<file path="config.mk">
export PLATFORM = sky130hd
export DESIGN_NAME = uss_shift_register
export DESIGN_NICKNAME = d
export VERILOG_FILES = /design/src/uss_pkg.sv /design/src/uss_shift_register.sv /design/src/uss_stage_core.sv
export SDC_FILE = /design/constraint.sdc
export NUM_CORES = 1
export LEC_CHECK = 0
export BUFFER_PORTS_ARGS = -buffer_cell sky130_fd_sc_hd__buf_2
export CAP_MARGIN = 20
export CORE_MARGIN = 3
export CORE_UTILIZATION = 40
export CTS_CLUSTER_DIAMETER = 80
export DETAILED_ROUTE_END_ITERATION = 6
export MAX_ROUTING_LAYER = met4
export SYNTH_ARGS = -nofsm -noshare
export SYNTH_HDL_FRONTEND = slang
export SYNTH_SLANG_ARGS = --single-unit
</file>
<file path="constraint.sdc">
create_clock -name clk_in -period 7.5 [get_ports clk_in]
set_input_delay 1.5 -clock clk_in [delete_from_list [all_inputs] [get_ports clk_in]]
set_output_delay 1.5 -clock clk_in [all_outputs]
set_load 0.02 [all_outputs]
</file>
<file path="src/uss_pkg.sv">
/*
  Shared constants and types for the universal shift/storage register:
  stage count, mode encoding, register offsets, field positions and
  reset values of the software-visible registers.
  Assumes a 32-bit AXI4-Lite register bus with word-aligned offsets.
*/
// Operation
// - Eight edge-triggered storage stages, numbered 0 to 7.
// - Master reset low clears all stages at once, overriding clock and selects.
// - Outside reset, stages change only at a rising shift clock edge; the soft clear bit also empties them without one.
// - Both selects high: each rising edge loads bus line n into stage n.
// - Select hi low, lo high: shift right, serial in to stage 0.
// - Select hi high, lo low: shift left, serial in to stage 7.
// - Both selects low: contents held whatever the clock does.
// - Each stage drives its own bus line when its driver is enabled.
// - Either output enable high releases all eight bus lines.
// - Shift, hold, load and reset still work with drivers released.
// - Both selects high releases the bus drivers regardless of enables.
// - Stage 0 and stage 7 always driven on separate tap outputs.
package uss_pkg;

  // ==========================================================
  // Geometry
  localparam int USS_STAGES = 8;
  localparam int USS_ADDR_W = 8;
  localparam int USS_DATA_W = 32;

  // ==========================================================
  // Modes, in select order {hi, lo}
  typedef enum logic [1:0] {
    USS_MODE_HOLD,
    USS_MODE_RIGHT,
    USS_MODE_LEFT,
    USS_MODE_LOAD
  } uss_mode_e;

  // ==========================================================
  // Register offsets
  localparam logic [USS_ADDR_W-1:0] USS_OFS_CTRL = 8'h00;
  localparam logic [USS_ADDR_W-1:0] USS_OFS_STATE = 8'h04;
  localparam logic [USS_ADDR_W-1:0] USS_OFS_EDGES = 8'h08;

  // Control fields
  localparam int USS_CTRL_SOFT_CLEAR = 0;
  localparam int USS_CTRL_DRIVE_BLOCK = 1;
  localparam logic USS_DRIVE_BLOCK_RST = 1'b0;
  localparam logic [31:0] USS_EDGES_RST = 32'h0000_0000;

  // AXI responses
  localparam logic [1:0] USS_RESP_OKAY = 2'h0;
  localparam logic [1:0] USS_RESP_SLVERR = 2'h2;

  // ==========================================================
  // State register layout
  typedef struct packed {
    logic [19:0] zero;
    logic reset_active;
    logic drivers_on;
    logic [1:0] mode;
    logic [USS_STAGES-1:0] stages;
  } uss_state_s;

endpackage : uss_pkg

</file>
<file path="src/uss_shift_register.sv">
/*
  Universal shift/storage register top: pin-level mode control, the
  shared parallel bus with its drivers, cascade taps, and an AXI4-Lite
  register slave for soft clear, driver blocking and status.
  Assumes every pin input, shift_clock included, is synchronous to
  clk_in and that shift_clock changes no faster than every other cycle.
*/
`timescale 1ns/1ps
module uss_shift_register
  import uss_pkg::*;
(
  input wire logic clk_in,
  input wire logic srst_in,
  // Device pins
  input wire logic shift_clock_in,
  input wire logic master_reset_n_in,
  input wire logic mode_select_hi_in,
  input wire logic mode_select_lo_in,
  input wire logic right_serial_in,
  input wire logic left_serial_in,
  input wire logic output_enable_a_n_in,
  input wire logic output_enable_b_n_in,
  input wire logic [USS_STAGES-1:0] parallel_bus_in,
  output logic [USS_STAGES-1:0] parallel_bus_out,
  output logic [USS_STAGES-1:0] parallel_bus_oe_out,
  output logic first_stage_tap_out,
  output logic last_stage_tap_out,
  // AXI4-Lite slave
  input wire logic [USS_ADDR_W-1:0] s_axi_awaddr_in,
  input wire logic s_axi_awvalid_in,
  output logic s_axi_awready_out,
  input wire logic [USS_DATA_W-1:0] s_axi_wdata_in,
  input wire logic [3:0] s_axi_wstrb_in,
  input wire logic s_axi_wvalid_in,
  output logic s_axi_wready_out,
  output logic [1:0] s_axi_bresp_out,
  output logic s_axi_bvalid_out,
  input wire logic s_axi_bready_in,
  input wire logic [USS_ADDR_W-1:0] s_axi_araddr_in,
  input wire logic s_axi_arvalid_in,
  output logic s_axi_arready_out,
  output logic [USS_DATA_W-1:0] s_axi_rdata_out,
  output logic [1:0] s_axi_rresp_out,
  output logic s_axi_rvalid_out,
  input wire logic s_axi_rready_in
);

  // ==========================================================
  // Declarations
  logic shift_clock_prev;
  logic step;
  logic clear_now;
  logic reset_active;
  logic drivers_on;
  uss_mode_e mode;
  logic [USS_STAGES-1:0] stages;
  logic drive_block;
  logic soft_clear;
  logic [31:0] edge_count;
  logic aw_held;
  logic [USS_ADDR_W-1:0] aw_addr;
  logic w_held;
  logic [USS_DATA_W-1:0] w_data;
  logic [3:0] w_strb;
  logic do_write;
  logic do_read;
  logic wr_ctrl;
  logic wr_edges;
  logic wr_known;
  logic wr_state;
  logic rd_ctrl;
  logic rd_state;
  logic rd_edges;
  logic [USS_ADDR_W-3:0] aw_index;
  logic [USS_ADDR_W-3:0] ar_index;
  logic aw_take;
  logic w_take;
  logic ctrl_write;
  logic edge_clear;
  logic pins_release;
  logic load_release;
  logic [1:0] next_bresp;
  uss_state_s state_word;
  logic [USS_DATA_W-1:0] next_rdata;
  logic [1:0] next_rresp;

  // ==========================================================
  // Mode decode
  always_comb begin
    unique case ({mode_select_hi_in, mode_select_lo_in})
      2'h0: mode = USS_MODE_HOLD;
      2'h1: mode = USS_MODE_RIGHT;
      2'h2: mode = USS_MODE_LEFT;
      2'h3: mode = USS_MODE_LOAD;
    endcase
  end

  // ==========================================================
  // Shift clock edge
  // Sampled, not used as a clock: one domain, and the edge is seen
  // in the clk_in cycle in which shift_clock rises.
  always_ff @(posedge clk_in) begin
    if (srst_in) begin
      shift_clock_prev <= 1'b0;
    end else begin
      shift_clock_prev <= shift_clock_in;
    end
  end

  // Reset level matches the idle pin, so no false edge follows reset
  assign step = shift_clock_in && !shift_clock_prev;

  // ==========================================================
  // Clearing
  assign reset_active = !master_reset_n_in;
  // Reset overrides selects and clock, also while drivers are off
  assign clear_now = reset_active || soft_clear;

  // ==========================================================
  // Storage stages
  // Master reset enters as a clear, so a step in that cycle is lost
  uss_stage_core u_core (
    .clk_in(clk_in),
    .srst_in(srst_in),
    .clear_in(clear_now),
    .step_in(step),
    .mode_in(mode),
    .right_serial_in(right_serial_in),
    .left_serial_in(left_serial_in),
    .load_data_in(parallel_bus_in),
    .stages_out(stages)
  );

  // ==========================================================
  // Pin outputs
  // Masking by the reset level makes the clear visible at once,
  // before the flops themselves are cleared on the next clk_in.
  assign first_stage_tap_out = stages[0] && master_reset_n_in;
  assign last_stage_tap_out =
    stages[USS_STAGES-1] && master_reset_n_in;
  assign parallel_bus_out =
    master_reset_n_in ? stages : '0;

  assign pins_release = output_enable_a_n_in || output_enable_b_n_in;
  // Load release hangs on the selects alone, so outside load data
  // never fights the stage drivers, whatever the enables say.
  assign load_release = mode == USS_MODE_LOAD;

  always_comb begin
    drivers_on = 1'b1;
    if (pins_release) begin
      drivers_on = 1'b0;
    end
    if (load_release) begin
      drivers_on = 1'b0;
    end
    // Software override; it only ever turns drivers off
    if (drive_block) begin
      drivers_on = 1'b0;
    end
  end

  assign parallel_bus_oe_out = {USS_STAGES{drivers_on}};

  // ==========================================================
  // Edge counter
  // Clear wins, but an edge in the clearing write's cycle counts as one.
  // Edges count in every mode, hold and master reset included.
  assign edge_clear = do_write && wr_edges;

  always_ff @(posedge clk_in) begin
    if (srst_in) begin
      edge_count <= USS_EDGES_RST;
    end else if (edge_clear) begin
      edge_count <= step ? 32'h0000_0001 : 32'h0000_0000;
    end else if (step) begin
      edge_count <= edge_count + 32'h0000_0001;
    end
  end

  // ==========================================================
  // AXI write channel
  // Each half is parked until the other arrives, in either order.
  assign s_axi_awready_out = !aw_held && !s_axi_bvalid_out;
  assign s_axi_wready_out = !w_held && !s_axi_bvalid_out;
  assign aw_take = s_axi_awvalid_in && s_axi_awready_out;
  assign w_take = s_axi_wvalid_in && s_axi_wready_out;

  always_ff @(posedge clk_in) begin
    if (srst_in) begin
      aw_held <= 1'b0;
      aw_addr <= '0;
    end else if (aw_take) begin
      aw_held <= 1'b1;
      aw_addr <= s_axi_awaddr_in;
    end else if (do_write) begin
      aw_held <= 1'b0;
    end
  end

  always_ff @(posedge clk_in) begin
    if (srst_in) begin
      w_held <= 1'b0;
      w_data <= '0;
      w_strb <= '0;
    end else if (w_take) begin
      w_held <= 1'b1;
      w_data <= s_axi_wdata_in;
      w_strb <= s_axi_wstrb_in;
    end else if (do_write) begin
      w_held <= 1'b0;
    end
  end

  assign do_write = aw_held && w_held;

  // ==========================================================
  // Address decode
  // Byte lanes below the word are ignored: every register is one word.
  assign aw_index = aw_addr[USS_ADDR_W-1:2];
  assign ar_index = s_axi_araddr_in[USS_ADDR_W-1:2];
  assign wr_ctrl = aw_index == USS_OFS_CTRL[USS_ADDR_W-1:2];
  assign wr_state = aw_index == USS_OFS_STATE[USS_ADDR_W-1:2];
  assign wr_edges = aw_index == USS_OFS_EDGES[USS_ADDR_W-1:2];
  assign wr_known = wr_ctrl || wr_state || wr_edges;
  assign rd_ctrl = ar_index == USS_OFS_CTRL[USS_ADDR_W-1:2];
  assign rd_state = ar_index == USS_OFS_STATE[USS_ADDR_W-1:2];
  assign rd_edges = ar_index == USS_OFS_EDGES[USS_ADDR_W-1:2];
  assign next_bresp = wr_known ? USS_RESP_OKAY : USS_RESP_SLVERR;
  // Only the low byte lane holds control bits
  assign ctrl_write = do_write && wr_ctrl && w_strb[0];

  always_ff @(posedge clk_in) begin
    if (srst_in) begin
      s_axi_bvalid_out <= 1'b0;
      s_axi_bresp_out <= USS_RESP_OKAY;
    end else if (do_write) begin
      s_axi_bvalid_out <= 1'b1;
      s_axi_bresp_out <= next_bresp;
    end else if (s_axi_bready_in) begin
      s_axi_bvalid_out <= 1'b0;
    end
  end

  // ==========================================================
  // Control register
  // Soft clear is a one-cycle pulse; it never reads back as set.
  always_ff @(posedge clk_in) begin
    if (srst_in) begin
      drive_block <= USS_DRIVE_BLOCK_RST;
      soft_clear <= 1'b0;
    end else begin
      soft_clear <= 1'b0;
      if (ctrl_write) begin
        drive_block <= w_data[USS_CTRL_DRIVE_BLOCK];
        soft_clear <= w_data[USS_CTRL_SOFT_CLEAR];
      end
    end
  end

  // ==========================================================
  // AXI read channel
  assign s_axi_arready_out = !s_axi_rvalid_out;
  assign do_read = s_axi_arvalid_in && s_axi_arready_out;

  // A live snapshot of the pins; the read data register holds it
  always_comb begin
    state_word = '0;
    state_word.stages = master_reset_n_in ? stages : '0;
    state_word.mode = mode;
    state_word.drivers_on = drivers_on;
    state_word.reset_active = reset_active;
  end

  always_comb begin
    next_rdata = '0;
    next_rresp = USS_RESP_OKAY;
    if (rd_ctrl) begin
      next_rdata[USS_CTRL_DRIVE_BLOCK] = drive_block;
    end else if (rd_state) begin
      next_rdata = state_word;
    end else if (rd_edges) begin
      next_rdata = edge_count;
    end else begin
      next_rresp = USS_RESP_SLVERR;
    end
  end

  always_ff @(posedge clk_in) begin
    if (srst_in) begin
      s_axi_rvalid_out <= 1'b0;
      s_axi_rdata_out <= '0;
      s_axi_rresp_out <= USS_RESP_OKAY;
    end else if (do_read) begin
      s_axi_rvalid_out <= 1'b1;
      s_axi_rdata_out <= next_rdata;
      s_axi_rresp_out <= next_rresp;
    end else if (s_axi_rready_in) begin
      s_axi_rvalid_out <= 1'b0;
    end
  end

endmodule : uss_shift_register

</file>
<file path="src/uss_stage_core.sv">
/*
  Eight-stage storage register with per-stage next-value selection
  for hold, shift right, shift left and parallel load.
  Assumes step_in is a one-cycle pulse marking a shift clock edge and
  clear_in a level that empties the stages.
*/
`timescale 1ns/1ps
module uss_stage_core
  import uss_pkg::*;
(
  input wire logic clk_in,
  input wire logic srst_in,
  input wire logic clear_in,
  input wire logic step_in,
  input wire uss_mode_e mode_in,
  input wire logic right_serial_in,
  input wire logic left_serial_in,
  input wire logic [USS_STAGES-1:0] load_data_in,
  output logic [USS_STAGES-1:0] stages_out
);

  // ==========================================================
  // Neighbour chains
  logic [USS_STAGES-1:0] right_chain;
  logic [USS_STAGES-1:0] left_chain;
  logic [USS_STAGES-1:0] next_stages;

  assign right_chain = {stages_out[USS_STAGES-2:0], right_serial_in};
  assign left_chain = {left_serial_in, stages_out[USS_STAGES-1:1]};

  // ==========================================================
  // Per-stage selection
  for (genvar i = 0; i < USS_STAGES; i++) begin : g_stage
    logic stage_next;
    always_comb begin
      unique case (mode_in)
        USS_MODE_HOLD: stage_next = stages_out[i];
        USS_MODE_RIGHT: stage_next = right_chain[i];
        USS_MODE_LEFT: stage_next = left_chain[i];
        USS_MODE_LOAD: stage_next = load_data_in[i];
      endcase
    end
    assign next_stages[i] = stage_next;
  end

  // ==========================================================
  // Storage
  always_ff @(posedge clk_in) begin
    if (srst_in || clear_in) begin
      stages_out <= '0;
    end else if (step_in) begin
      stages_out <= next_stages;
    end
  end

endmodule : uss_stage_core

</file>
== Word-level counts from Yosys, hierarchy flattened ==
Cells that the tools add are included.

* Bits in registers: 94
* Output and inout port bits: 59
* Word-level logic and storage cells: 94

* $add $sub $neg: 1
* Equality and inequality tests: 10
* Muxes and demuxes: 32
* Bitwise gates (word level): 2
* Reductions and logical operators: 34

{| class="wikitable"
|+ Operators by type and width
! operator !! count
|-
| 32-bit 2-to-1 mux || 4
|-
| 32-bit by 1-bit adder with 32-bit output, second input constant || 1
|-
| 30-bit 2-to-1 mux || 1
|-
| 1-bit case mux with 3 select lines || 8
|-
| 1-bit 2-to-1 mux || 13
|-
| 6-bit by 1-bit equality test with 1-bit output, second input constant || 2
|-
| 6-bit by 2-bit equality test with 1-bit output, second input constant || 2
|-
| 1-bit logical AND || 12
|-
| 6-bit logical NOT || 2
|-
| 2-bit nonzero test || 5
|-
| 2-bit equality test, second input constant || 4
|-
| 2-bit 2-to-1 mux || 4
|-
| 8-bit 2-to-1 mux || 1
|-
| 2-bit case mux with 4 select lines || 1
|-
| 1-bit logical NOT || 6
|-
| 1-bit logical OR || 5
|-
| 2-bit by 1-bit equality test with 1-bit output, second input constant || 2
|-
| 2-bit logical NOT || 2
|-
| 1-bit inverter || 2
|-
| 2-bit AND reduction || 1
|-
| 2-bit OR reduction || 1
|}

== Longest topological paths before layout ==
Gate-level depths: netlist of run 1.

* Word-level depth: 7
* Depth in mapped cells: 8
* Mapped depth without buffers: 5

== Modules after synthesis ==
A second synthesis of run 1 with hierarchy kept.

* Cells, all modules: 497
* Area, all modules: 4296.6 um2

{| class="wikitable"
|+ Modules (own cells, without submodules)
! module !! times used !! cells each !! area an instance (um2)
|-
| uss_shift_register || 1 || 451 || 3849.9
|-
| uss_stage_core || 1 || 46 || 446.7
|}

== Worst setup path after synthesis of run 1 ==
No wires, ideal clock.

* Path kind: in2out
* From: in mode_select_hi_in
* To: out parallel_bus_oe_out[0]
* Data arrival time: 3.024 ns
* Setup slack: 2.976 ns
* Stages on the path: 2
* Buffers on the path: 1
* Path through: a2111oi_0 -> buf_4

* Cells in the longest elaborated chain, start to end: 5
* Elaborated cells on any way between the ends: 8
* Classes of those cells: eq/ne: 4; mux: 3; reduce/logical: 1

{| class="wikitable"
|+ RTL lines
! element !! line !! source
|-
| from (decl) || uss_shift_register.sv:17 || <nowiki>input wire logic mode_select_hi_in,</nowiki>
|-
| 2-bit equality test (tied with other cells) || uss_shift_register.sv:90 || <nowiki>unique case ({mode_select_hi_in, mode_select_lo_in})</nowiki>
|-
| 2-bit case mux with 4 select lines * || uss_shift_register.sv:90 ||
|-
| 2-bit equality test * || uss_shift_register.sv:147 || <nowiki>assign load_release = mode == USS_MODE_LOAD;</nowiki>
|-
| 1-bit 2-to-1 mux * || uss_shift_register.sv:154 || <nowiki>if (load_release) begin</nowiki>
|-
| 1-bit 2-to-1 mux * || uss_shift_register.sv:158 || <nowiki>if (drive_block) begin</nowiki>
|-
| to (decl) || uss_shift_register.sv:25 || <nowiki>output logic [USS_STAGES-1:0] parallel_bus_oe_out,</nowiki>
|}

Every way passes the cells marked *; elsewhere a longest branch is shown, timed or not.

== Worst setup path after layout of run 1 ==
* From: in mode_select_hi_in
* To: out parallel_bus_oe_out[7]

The elaborated chain is that of the path after synthesis.

==> results.md, run 1 <==
- The number of pins with negative max-slew slack in the final report is 0.
- The pin count of the biggest net entering global routing is 56.
- In the synthesized netlist the async set-or-reset flop fraction comes to 0.
- The worst IR drop on VDD is 0.0830 mV.
- The floorplan has 37 rows.
- The share of the cycle needed by the critical path after routing is 0.555.
- For the worst setup path, the data arrival time is 2.66 ns.
- The number of maximum-capacitance constraint violations is 0.
- The number of remaining DRC errors is 0.
- The number of global-route vias before repair was 3591.
- The antenna cell count is 0.
- The run finished with clean final reports.
- Summing internal, switching and leakage power gives 0.923 mW.
- In the final timing run, aggregate negative setup slack is 0 ns.
- The final RePlAce weighted congestion is 0.830.
- Using the TritonRoute via totals, the vias-per-cell ratio works out to 5.51.
- The total wire length is 10.5 mm.
- The number of flops mapped to enable cells by yosys is 0.
- The type of element capturing the critical path is a primary output.
- Measured against its own limit, the worst slew margin works out to 0.378.
- The number of hold buffers added after CTS was 0.
- The count of input and output buffers is 94.
- The netlist uses 51 different library cells.
- Detailed placement ended at an HPWL of 7.26 mm.
- The number of iterations in the first detailed-routing pass is 4.
- Detailed routing inserted a total of 3900 vias.
- The CTS buffer count is 9.
- The fraction of layout cells with a size suffix above 1 is 0.217.
- The final worst clock skew is 0.0101 ns.
- The die area is 12000 sq um.
- For the worst setup path, the data required time is 6.00 ns.
- The sort of element at the start of the critical path is an input port.
- The initial utilization of the core area, before any placement, comes to 0.413.
- Once the clock tree was built, the setup fixing pass inserted 0 buffers.
- Among all flip-flop cells after synthesis, the most frequent one is sky130_fd_sc_hd__dfxtp_1.
- The final global-route overflow total is 0.
- The overall die width is 110 um.
- Post-CTS repair changed the size of 0 cells.
- The clock tree from TritonCTS is done.
- The net count of the finished layout is 643.
- The register bit count reported by yosys is 90.
- The final count of hold timing violations was 0.
- Compared with the post-synthesis result, the final layout area differs by 14.4%.
- The largest buffer count on any clock path is 2.
- The highest clock frequency the design can meet is 240 MHz.
- The global-route usage over all layers is 0.184.
- The layout has 1017 filler cells.
- For this run, the number of Yosys warnings is 0.
- The first global-routing pass estimated 17.3 mm of wire.
- The initial antenna violation count came to 0.
- The tree is rooted in a sky130_fd_sc_hd__clkbuf_8.
- The worst path needs 4.16 ns of the cycle, external delays included.
- The number of top-level pins is 134.
- The number of nets with antenna violations after routing is 0.
- For this design the static power due to leakage is 1.98 nW.
- Dividing total power by cell area gives a power density of 187 nW/um^2.
- The sequential element share of the synthesized area is 0.419.
- In this run the number of H-tree levels came out at 3.
- In this run the mean area of a mapped cell was 8.54 sq um.
- In this run the standard cell core region covers 10400 sq um.
- The clock network latency to the later pin of the worst-skew pair is 0.36 ns.
- The highest net fanout along the worst path is 12.
- The transition time of the tightest slew-check pin is 0.933 ns.
- The type of the worst min-delay path is reg2reg.
- The synthesized netlist occupies a cell area of 4300 sq um.
- The routed length per instance is 14.8 um.
- Setup violations remaining at the end of the flow were counted as 0.
- In this run the vertical extent of the chip is 110 um.
- The initial detailed-routing violation count is 187.
- Synthesis produced 504 cells.
- The tree built by TritonCTS fans out to 90 sinks.
- Setup repair after global routing left no endpoint under its margin.
- Clock-pin slew was measured on the worst setup and hold paths at 0.09 ns.
- The classification of the worst setup path is in2out.
==> Yosys cell counts, types with 5 or more instances <==
cell type | number | area [sq um]
sky130_fd_sc_hd__nand3_1 | 12 | 60.1
sky130_fd_sc_hd__a31oi_1 | 17 | 106
sky130_fd_sc_hd__mux2i_1 | 25 | 250
sky130_fd_sc_hd__or4_1 | 14 | 105
sky130_fd_sc_hd__and2_1 | 27 | 169
sky130_fd_sc_hd__nand2_1 | 30 | 113
sky130_fd_sc_hd__a221oi_1 | 10 | 87.6
sky130_fd_sc_hd__clkbuf_1 | 20 | 75.1
sky130_fd_sc_hd__nor2_1 | 47 | 176
sky130_fd_sc_hd__o21ai_0 | 23 | 115
sky130_fd_sc_hd__buf_4 | 14 | 105
sky130_fd_sc_hd__or3_1 | 9 | 56.3
sky130_fd_sc_hd__buf_2 | 11 | 55.1
sky130_fd_sc_hd__o31ai_1 | 13 | 97.6
sky130_fd_sc_hd__dfxtp_1 | 90 | 1800
sky130_fd_sc_hd__nand4_1 | 15 | 93.8
sky130_fd_sc_hd__inv_1 | 8 | 30.0
sky130_fd_sc_hd__nor4_1 | 6 | 37.5
sky130_fd_sc_hd__nand2b_1 | 11 | 68.8
sky130_fd_sc_hd__a21oi_1 | 41 | 205
sky130_fd_sc_hd__nor3_1 | 13 | 65.1
sky130_fd_sc_hd__and4_1 | 5 | 43.8
==> stage by stage <==
step / setup slack, ns / cell area (sq um) / instances / hold slack, ns / utilization
after floorplan: 2.98 / 4310 / 505 / 0.443 / -
after global placement: 3.01 / 4730 / 691 / 0.440 / 0.454
after detailed placement: 2.91 / 4730 / 691 / 0.441 / 0.454
after CTS: 2.90 / 4920 / 707 / 0.454 / 0.472
after global routing: 3.24 / 4920 / 708 / 0.477 / 0.473
final: 3.34 / 4920 / 708 / 0.454 / 0.473
==> where the power goes <==
group | internal, mW | leakage [nW] | switching (mW)
Clock | 0.140 | 0.0919 | 0.176
Combinational | 0.0384 | 1.16 | 0.0669
Sequential | 0.490 | 0.731 | 0.0121
==> worst max-delay path, cell delays in order <==
cell and delay, ns:
sky130_fd_sc_hd__buf_2 0.21, sky130_fd_sc_hd__a2111oi_1 0.53, sky130_fd_sc_hd__clkbuf_2 0.25, sky130_fd_sc_hd__buf_2 0.18
==> cells by family after synthesis <==
family	Yosys count	share of synthesized area
and+or+nand+nor	211	0.278
AOI/OAI and AO/OA	116	0.168
DFF	90	0.419
buffers and inverters	57	0.0671
muxes	25	0.0581
xor gates and xnor gates	3	0.00611
adders and majority gates	1	0.00291
other	1	0.000871
==> placed cells by master, fill, tap and decap left out, types with 12 or more instances in the layout <==
master and count:
sky130_fd_sc_hd__a21oi_1 41, sky130_fd_sc_hd__o31ai_1 13, sky130_fd_sc_hd__buf_2 94, sky130_fd_sc_hd__nor3_1 13
sky130_fd_sc_hd__nand2_1 30, sky130_fd_sc_hd__nand4_1 15, sky130_fd_sc_hd__mux2i_1 25, sky130_fd_sc_hd__nor2_1 47
sky130_fd_sc_hd__and2_1 27, sky130_fd_sc_hd__nand3_1 12, sky130_fd_sc_hd__a31oi_1 17, sky130_fd_sc_hd__dfxtp_1 90
sky130_fd_sc_hd__o21ai_0 23, sky130_fd_sc_hd__or4_1 14
==> state kept, by name, indices dropped and copies added (netlist names), 2 cells and up <==
signal / count
s_axi_rdata_out: 32
aw_addr: 6
w_data: 2
edge_count: 32
u_core.stages_out: 8
==> per-layer routing <==
layer / vias to the layer above / wire, um / track usage
met5: - / 0 / -
met3: 17 / 595 / 0.0311
li1: 1944 / - / -
met2: 119 / 4770 / 0.286
met4: 0 / 187 / 0.0686
met1: 1820 / 4900 / 0.241
==> final cells by class <==
type	count	area (sq um)	area share
clock inverter	5	37.5	0.00762
inverter	8	30.0	0.00610
clock buffer	11	151	0.0307
multi-input combinational	358	2220	0.451
tap	136	170	0.0346
sequential	90	1800	0.366
timing repair buffer	100	513	0.104
==> worst paths after layout <==
check,from,slack (ns),end,cells past startpoint
worst max register to register,edge_count[3],5.46,edge_count[22],4
worst max-delay path,mode_select_hi_in,3.34,parallel_bus_oe_out[7],4
worst min-delay path,s_axi_rdata_out[31],0.45,s_axi_rdata_out[31],2
worst min register to register,s_axi_rdata_out[31],0.45,s_axi_rdata_out[31],2
Power figures use the tool's default switching activity.
==> run 2, diff against run 1 <==
--- a/config.mk
+++ b/config.mk
@@ -12,6 +12,7 @@
 export CTS_CLUSTER_DIAMETER = 80
 export DETAILED_ROUTE_END_ITERATION = 6
 export MAX_ROUTING_LAYER = met4
+export PLACE_DENSITY = 0.67
 export SYNTH_ARGS = -nofsm -noshare
 export SYNTH_HDL_FRONTEND = slang
 export SYNTH_SLANG_ARGS = --single-unit
==> constraint.sdc (replaced) <==
create_clock -name clk_in -period 3.46 [get_ports clk_in]
set_input_delay 0.692 -clock clk_in [delete_from_list [all_inputs] [get_ports clk_in]]
set_output_delay 0.692 -clock clk_in [all_outputs]
set_load 0.02 [all_outputs]
==> results.md, run 2 (synthesis gave the netlist of run 1 again) <==
- The reg-to-reg endpoint is edge_count[22] (unchanged).
- The routed length per instance is 14.6 um (was 14.8 um).
- The time the worst path needs with I/O delays and setup is 2.46 ns.
- The classification of the worst setup path is in2out (unchanged).
- Run status: finished clean (unchanged).
- The number of pins with negative max-slew slack in the final report is 0 (unchanged).
- The worst path required time is 2.77 ns (was 6.00 ns).
- The first-pass GRT wire length came to 16.9 mm (was 17.3 mm).
- The number of global-route vias before repair is 3630 (was 3591).
- The count of input and output buffers is 94 (unchanged).
- The setup TNS is 0 ns (unchanged).
- The initial detailed-routing violation count came to 160 (was 187).
- The initial antenna violation count is 0 (unchanged).
- The clock transition at the register clock pins on the worst setup and hold paths after CTS is 0.09 ns (about the same).
- The post-CTS resize count is 0 (unchanged).
- The end of the worst hold path is s_axi_rdata_out[31] (unchanged).
- The number of top-level pins was 134 (unchanged).
- The hold buffer count at cts is 0 (unchanged).
- The number of maximum-capacitance constraint violations is 0 (unchanged).
- The type of element capturing the critical path was a primary output (unchanged).
- Setup repair after global routing missed its margin: no (unchanged).
- The number of remaining DRC errors is 0 (unchanged).
- The final global-route overflow total is 0 (unchanged).
- Static timing analysis puts the maximum clock frequency at 406 MHz.
- The root cell of the clock tree is sky130_fd_sc_hd__clkbuf_8 (unchanged).
- The pin count of the biggest net entering global routing came to 38 (was 56).
- The total power divided by cell area is 411 nW/um^2 (was 187 nW/um^2).
- The number of inserted filler cells in the final layout is 1033 (was 1017).
- The most used cell along the critical path is sky130_fd_sc_hd__buf_2 (unchanged).
- The count of buffering cells on the critical path with inverters included came to 3 (unchanged).
- The CTS buffer count is 9 (unchanged).
- The total number of vias is 3883 (was 3900).
- The normalized max-slew margin is 0.445 (was 0.378).
- The register cell area after layout is 1800 sq um (unchanged).
- The number of placement rows is 37 (unchanged).
- The area of the multi-input gates came to 2220 sq um (unchanged).
- The number of iterations in the first detailed-routing pass is 4 (unchanged).
- The final RePlAce weighted congestion is 0.837 (was 0.830).
- The final count of hold timing violations is 0 (unchanged).
- The critical path arrival is 1.77 ns (was 2.66 ns).
- The overall die width is 110 um (unchanged).
- The leakage power was 2.00 nW (was 1.98 nW).
- The share of the cycle needed by the critical path after routing is 0.712.
- The count of endpoints failing setup in the final report is 0 (unchanged).
- The final worst clock skew was 0.0145 ns (was 0.0101 ns).
- The largest buffer count on any clock path came to 2 (unchanged).
- The die area was 12000 sq um (unchanged).
- The sort of element at the start of the critical path is an input port (unchanged).
- The floorplan core area was 10400 sq um (unchanged).
- The clock network latency to the later pin of the worst-skew pair is 0.35 ns (was 0.36 ns).
- The standard cell with the maximum stage delay on the critical path is sky130_fd_sc_hd__a2111oi_1 (unchanged).
- The cell depth of the worst hold path came to 2 (unchanged).
- Cell chain of the critical path: buf_2 > a2111oi_1 > buf_4 > buf_2 (was buf_2 > a2111oi_1 > clkbuf_2 > buf_2).
- Regs by FF count: edge_count (32), s_axi_rdata_out (32), u_core.stages_out (8) (unchanged).
- The effective utilization at floorplan is 0.413 (unchanged).
- The count of H-tree levels built during CTS came to 3 (unchanged).
- The area growth from synthesis to final layout is 14.9% (was 14.4%).
- The antenna cell count is 0 (unchanged).
- The core occupancy in the finished layout is 0.475 (was 0.473).
- The type of the worst min-delay path is reg2reg (unchanged).
- The number of nets at the end of the flow is 644 (was 643).
- The worst min-delay path startpoint is s_axi_rdata_out[31] (unchanged).
- The post-CTS setup buffer count was 0 (unchanged).
- The worst IR drop on VDD was 0.248 mV (was 0.0830 mV).
- The cell type group with the largest total delay on the critical path is buffers and inverters (unchanged).
- The half-perimeter wire length of the detailed placement result is 7.28 mm (was 7.26 mm).
- Commonest non-fill, non-tap cells in the layout: 94 x sky130_fd_sc_hd__buf_2, 90 x sky130_fd_sc_hd__dfxtp_1, 47 x sky130_fd_sc_hd__nor2_1 (unchanged).
- The total wire length is 10.4 mm (was 10.5 mm).
- The global-route usage over all layers is 0.179 (was 0.184).
- The most common cell after layout, fill and taps aside is sky130_fd_sc_hd__buf_2 (unchanged).
- The number of nets with antenna violations after routing is 0 (unchanged).
- The fraction of layout cells with a size suffix above 1 is 0.217 (unchanged).
- The mean number of vias per cell is 5.48 (was 5.51).
- The worst reg-to-reg path cell count is 4 (unchanged).
- The worst reg2reg path startpoint is edge_count[2] (was edge_count[3]).
- The clock tree from TritonCTS is done (unchanged).
- The die height is 110 um (unchanged).
- The delay of the slowest critical-path stage is 0.49 ns (was 0.53 ns).
- The count of clock tree sinks is 90 (unchanged).
- The transition time of the tightest slew-check pin is 0.831 ns (was 0.933 ns).
- The highest net fanout along the worst path was 12 (unchanged).
- The slack of the worst reg-to-reg path came to 1.36 ns (was 5.46 ns).
run 2: cell types whose count changed in the layout (fill, tap and decap cells not counted):
cell / delta
sky130_fd_sc_hd__clkinvlp_4: -2
sky130_fd_sc_hd__clkinv_4: +1
sky130_fd_sc_hd__clkbuf_8: -2
sky130_fd_sc_hd__buf_4: +1
sky130_fd_sc_hd__bufinv_16: +1
sky130_fd_sc_hd__buf_8: +1
sky130_fd_sc_hd__clkbuf_2: -1
sky130_fd_sc_hd__clkinv_2: +1
run 2: metrics by stage:
step | area (sq um) | power (mW) | setup slack (ns) | hold slack [ns] | instances
after global routing | 4940 | 2.12 | 0.899 | 0.478 | 708
final | 4940 | 2.03 | 0.997 | 0.453 | 708
after floorplan | 4310 | 1.27 | 0.552 | 0.443 | 505
after CTS | 4930 | 2.05 | 0.996 | 0.454 | 707
after global placement | 4740 | 1.34 | 0.825 | 0.440 | 692
after detailed placement | 4740 | 1.34 | 0.773 | 0.441 | 692
run 2: worst min-delay path: stages, from the launching register on:
cell and delay (ns):
sky130_fd_sc_hd__dfxtp_1 0.32, sky130_fd_sc_hd__nand2_1 0.05, sky130_fd_sc_hd__a21oi_1 0.05
run 2: layout make-up:
type / instances / share of cell area
multi-input cells: 358 / 0.449
clock buffers: 9 / 0.0251
repair buffers: 101 / 0.107
flip-flops and latches: 90 / 0.364
clock inverters: 6 / 0.0134
well taps: 136 / 0.0344
inverters: 8 / 0.00607
run 2: metal layers:
metal | part of all wire | GRT usage | vias up
met5 | 0 | - | -
met4 | 0.010 | 0.0525 | 0
met3 | 0.053 | 0.0288 | 10
met2 | 0.47 | 0.290 | 105
met1 | 0.46 | 0.230 | 1829
li1 | - | - | 1939
run 2: power by group:
part / leakage [nW] / internal [mW] / total, mW / switching (mW)
sequential: 0.731 / 1.06 / 1.09 / 0.0250
clock: 0.0994 / 0.333 / 0.712 / 0.379
combinational: 1.17 / 0.0857 / 0.231 / 0.146
run 2: how the worst max path moves through the flow:
| stage | depth (start not counted) | from | endpoint |
|---|---|---|---|
| 3_3_place_gp | 6 | s_axi_araddr_in[5] | s_axi_rdata_out[13] |
| 6_report | 4 | mode_select_hi_in | parallel_bus_oe_out[2] |
| 4_1_cts | 4 | mode_select_hi_in | parallel_bus_oe_out[2] |
| 5_1_grt | 4 | mode_select_hi_in | parallel_bus_oe_out[2] |
| 3_5_place_dp | 6 | s_axi_araddr_in[5] | s_axi_rdata_out[23] |
| 2_1_floorplan | 2 | mode_select_hi_in | parallel_bus_oe_out[0] |
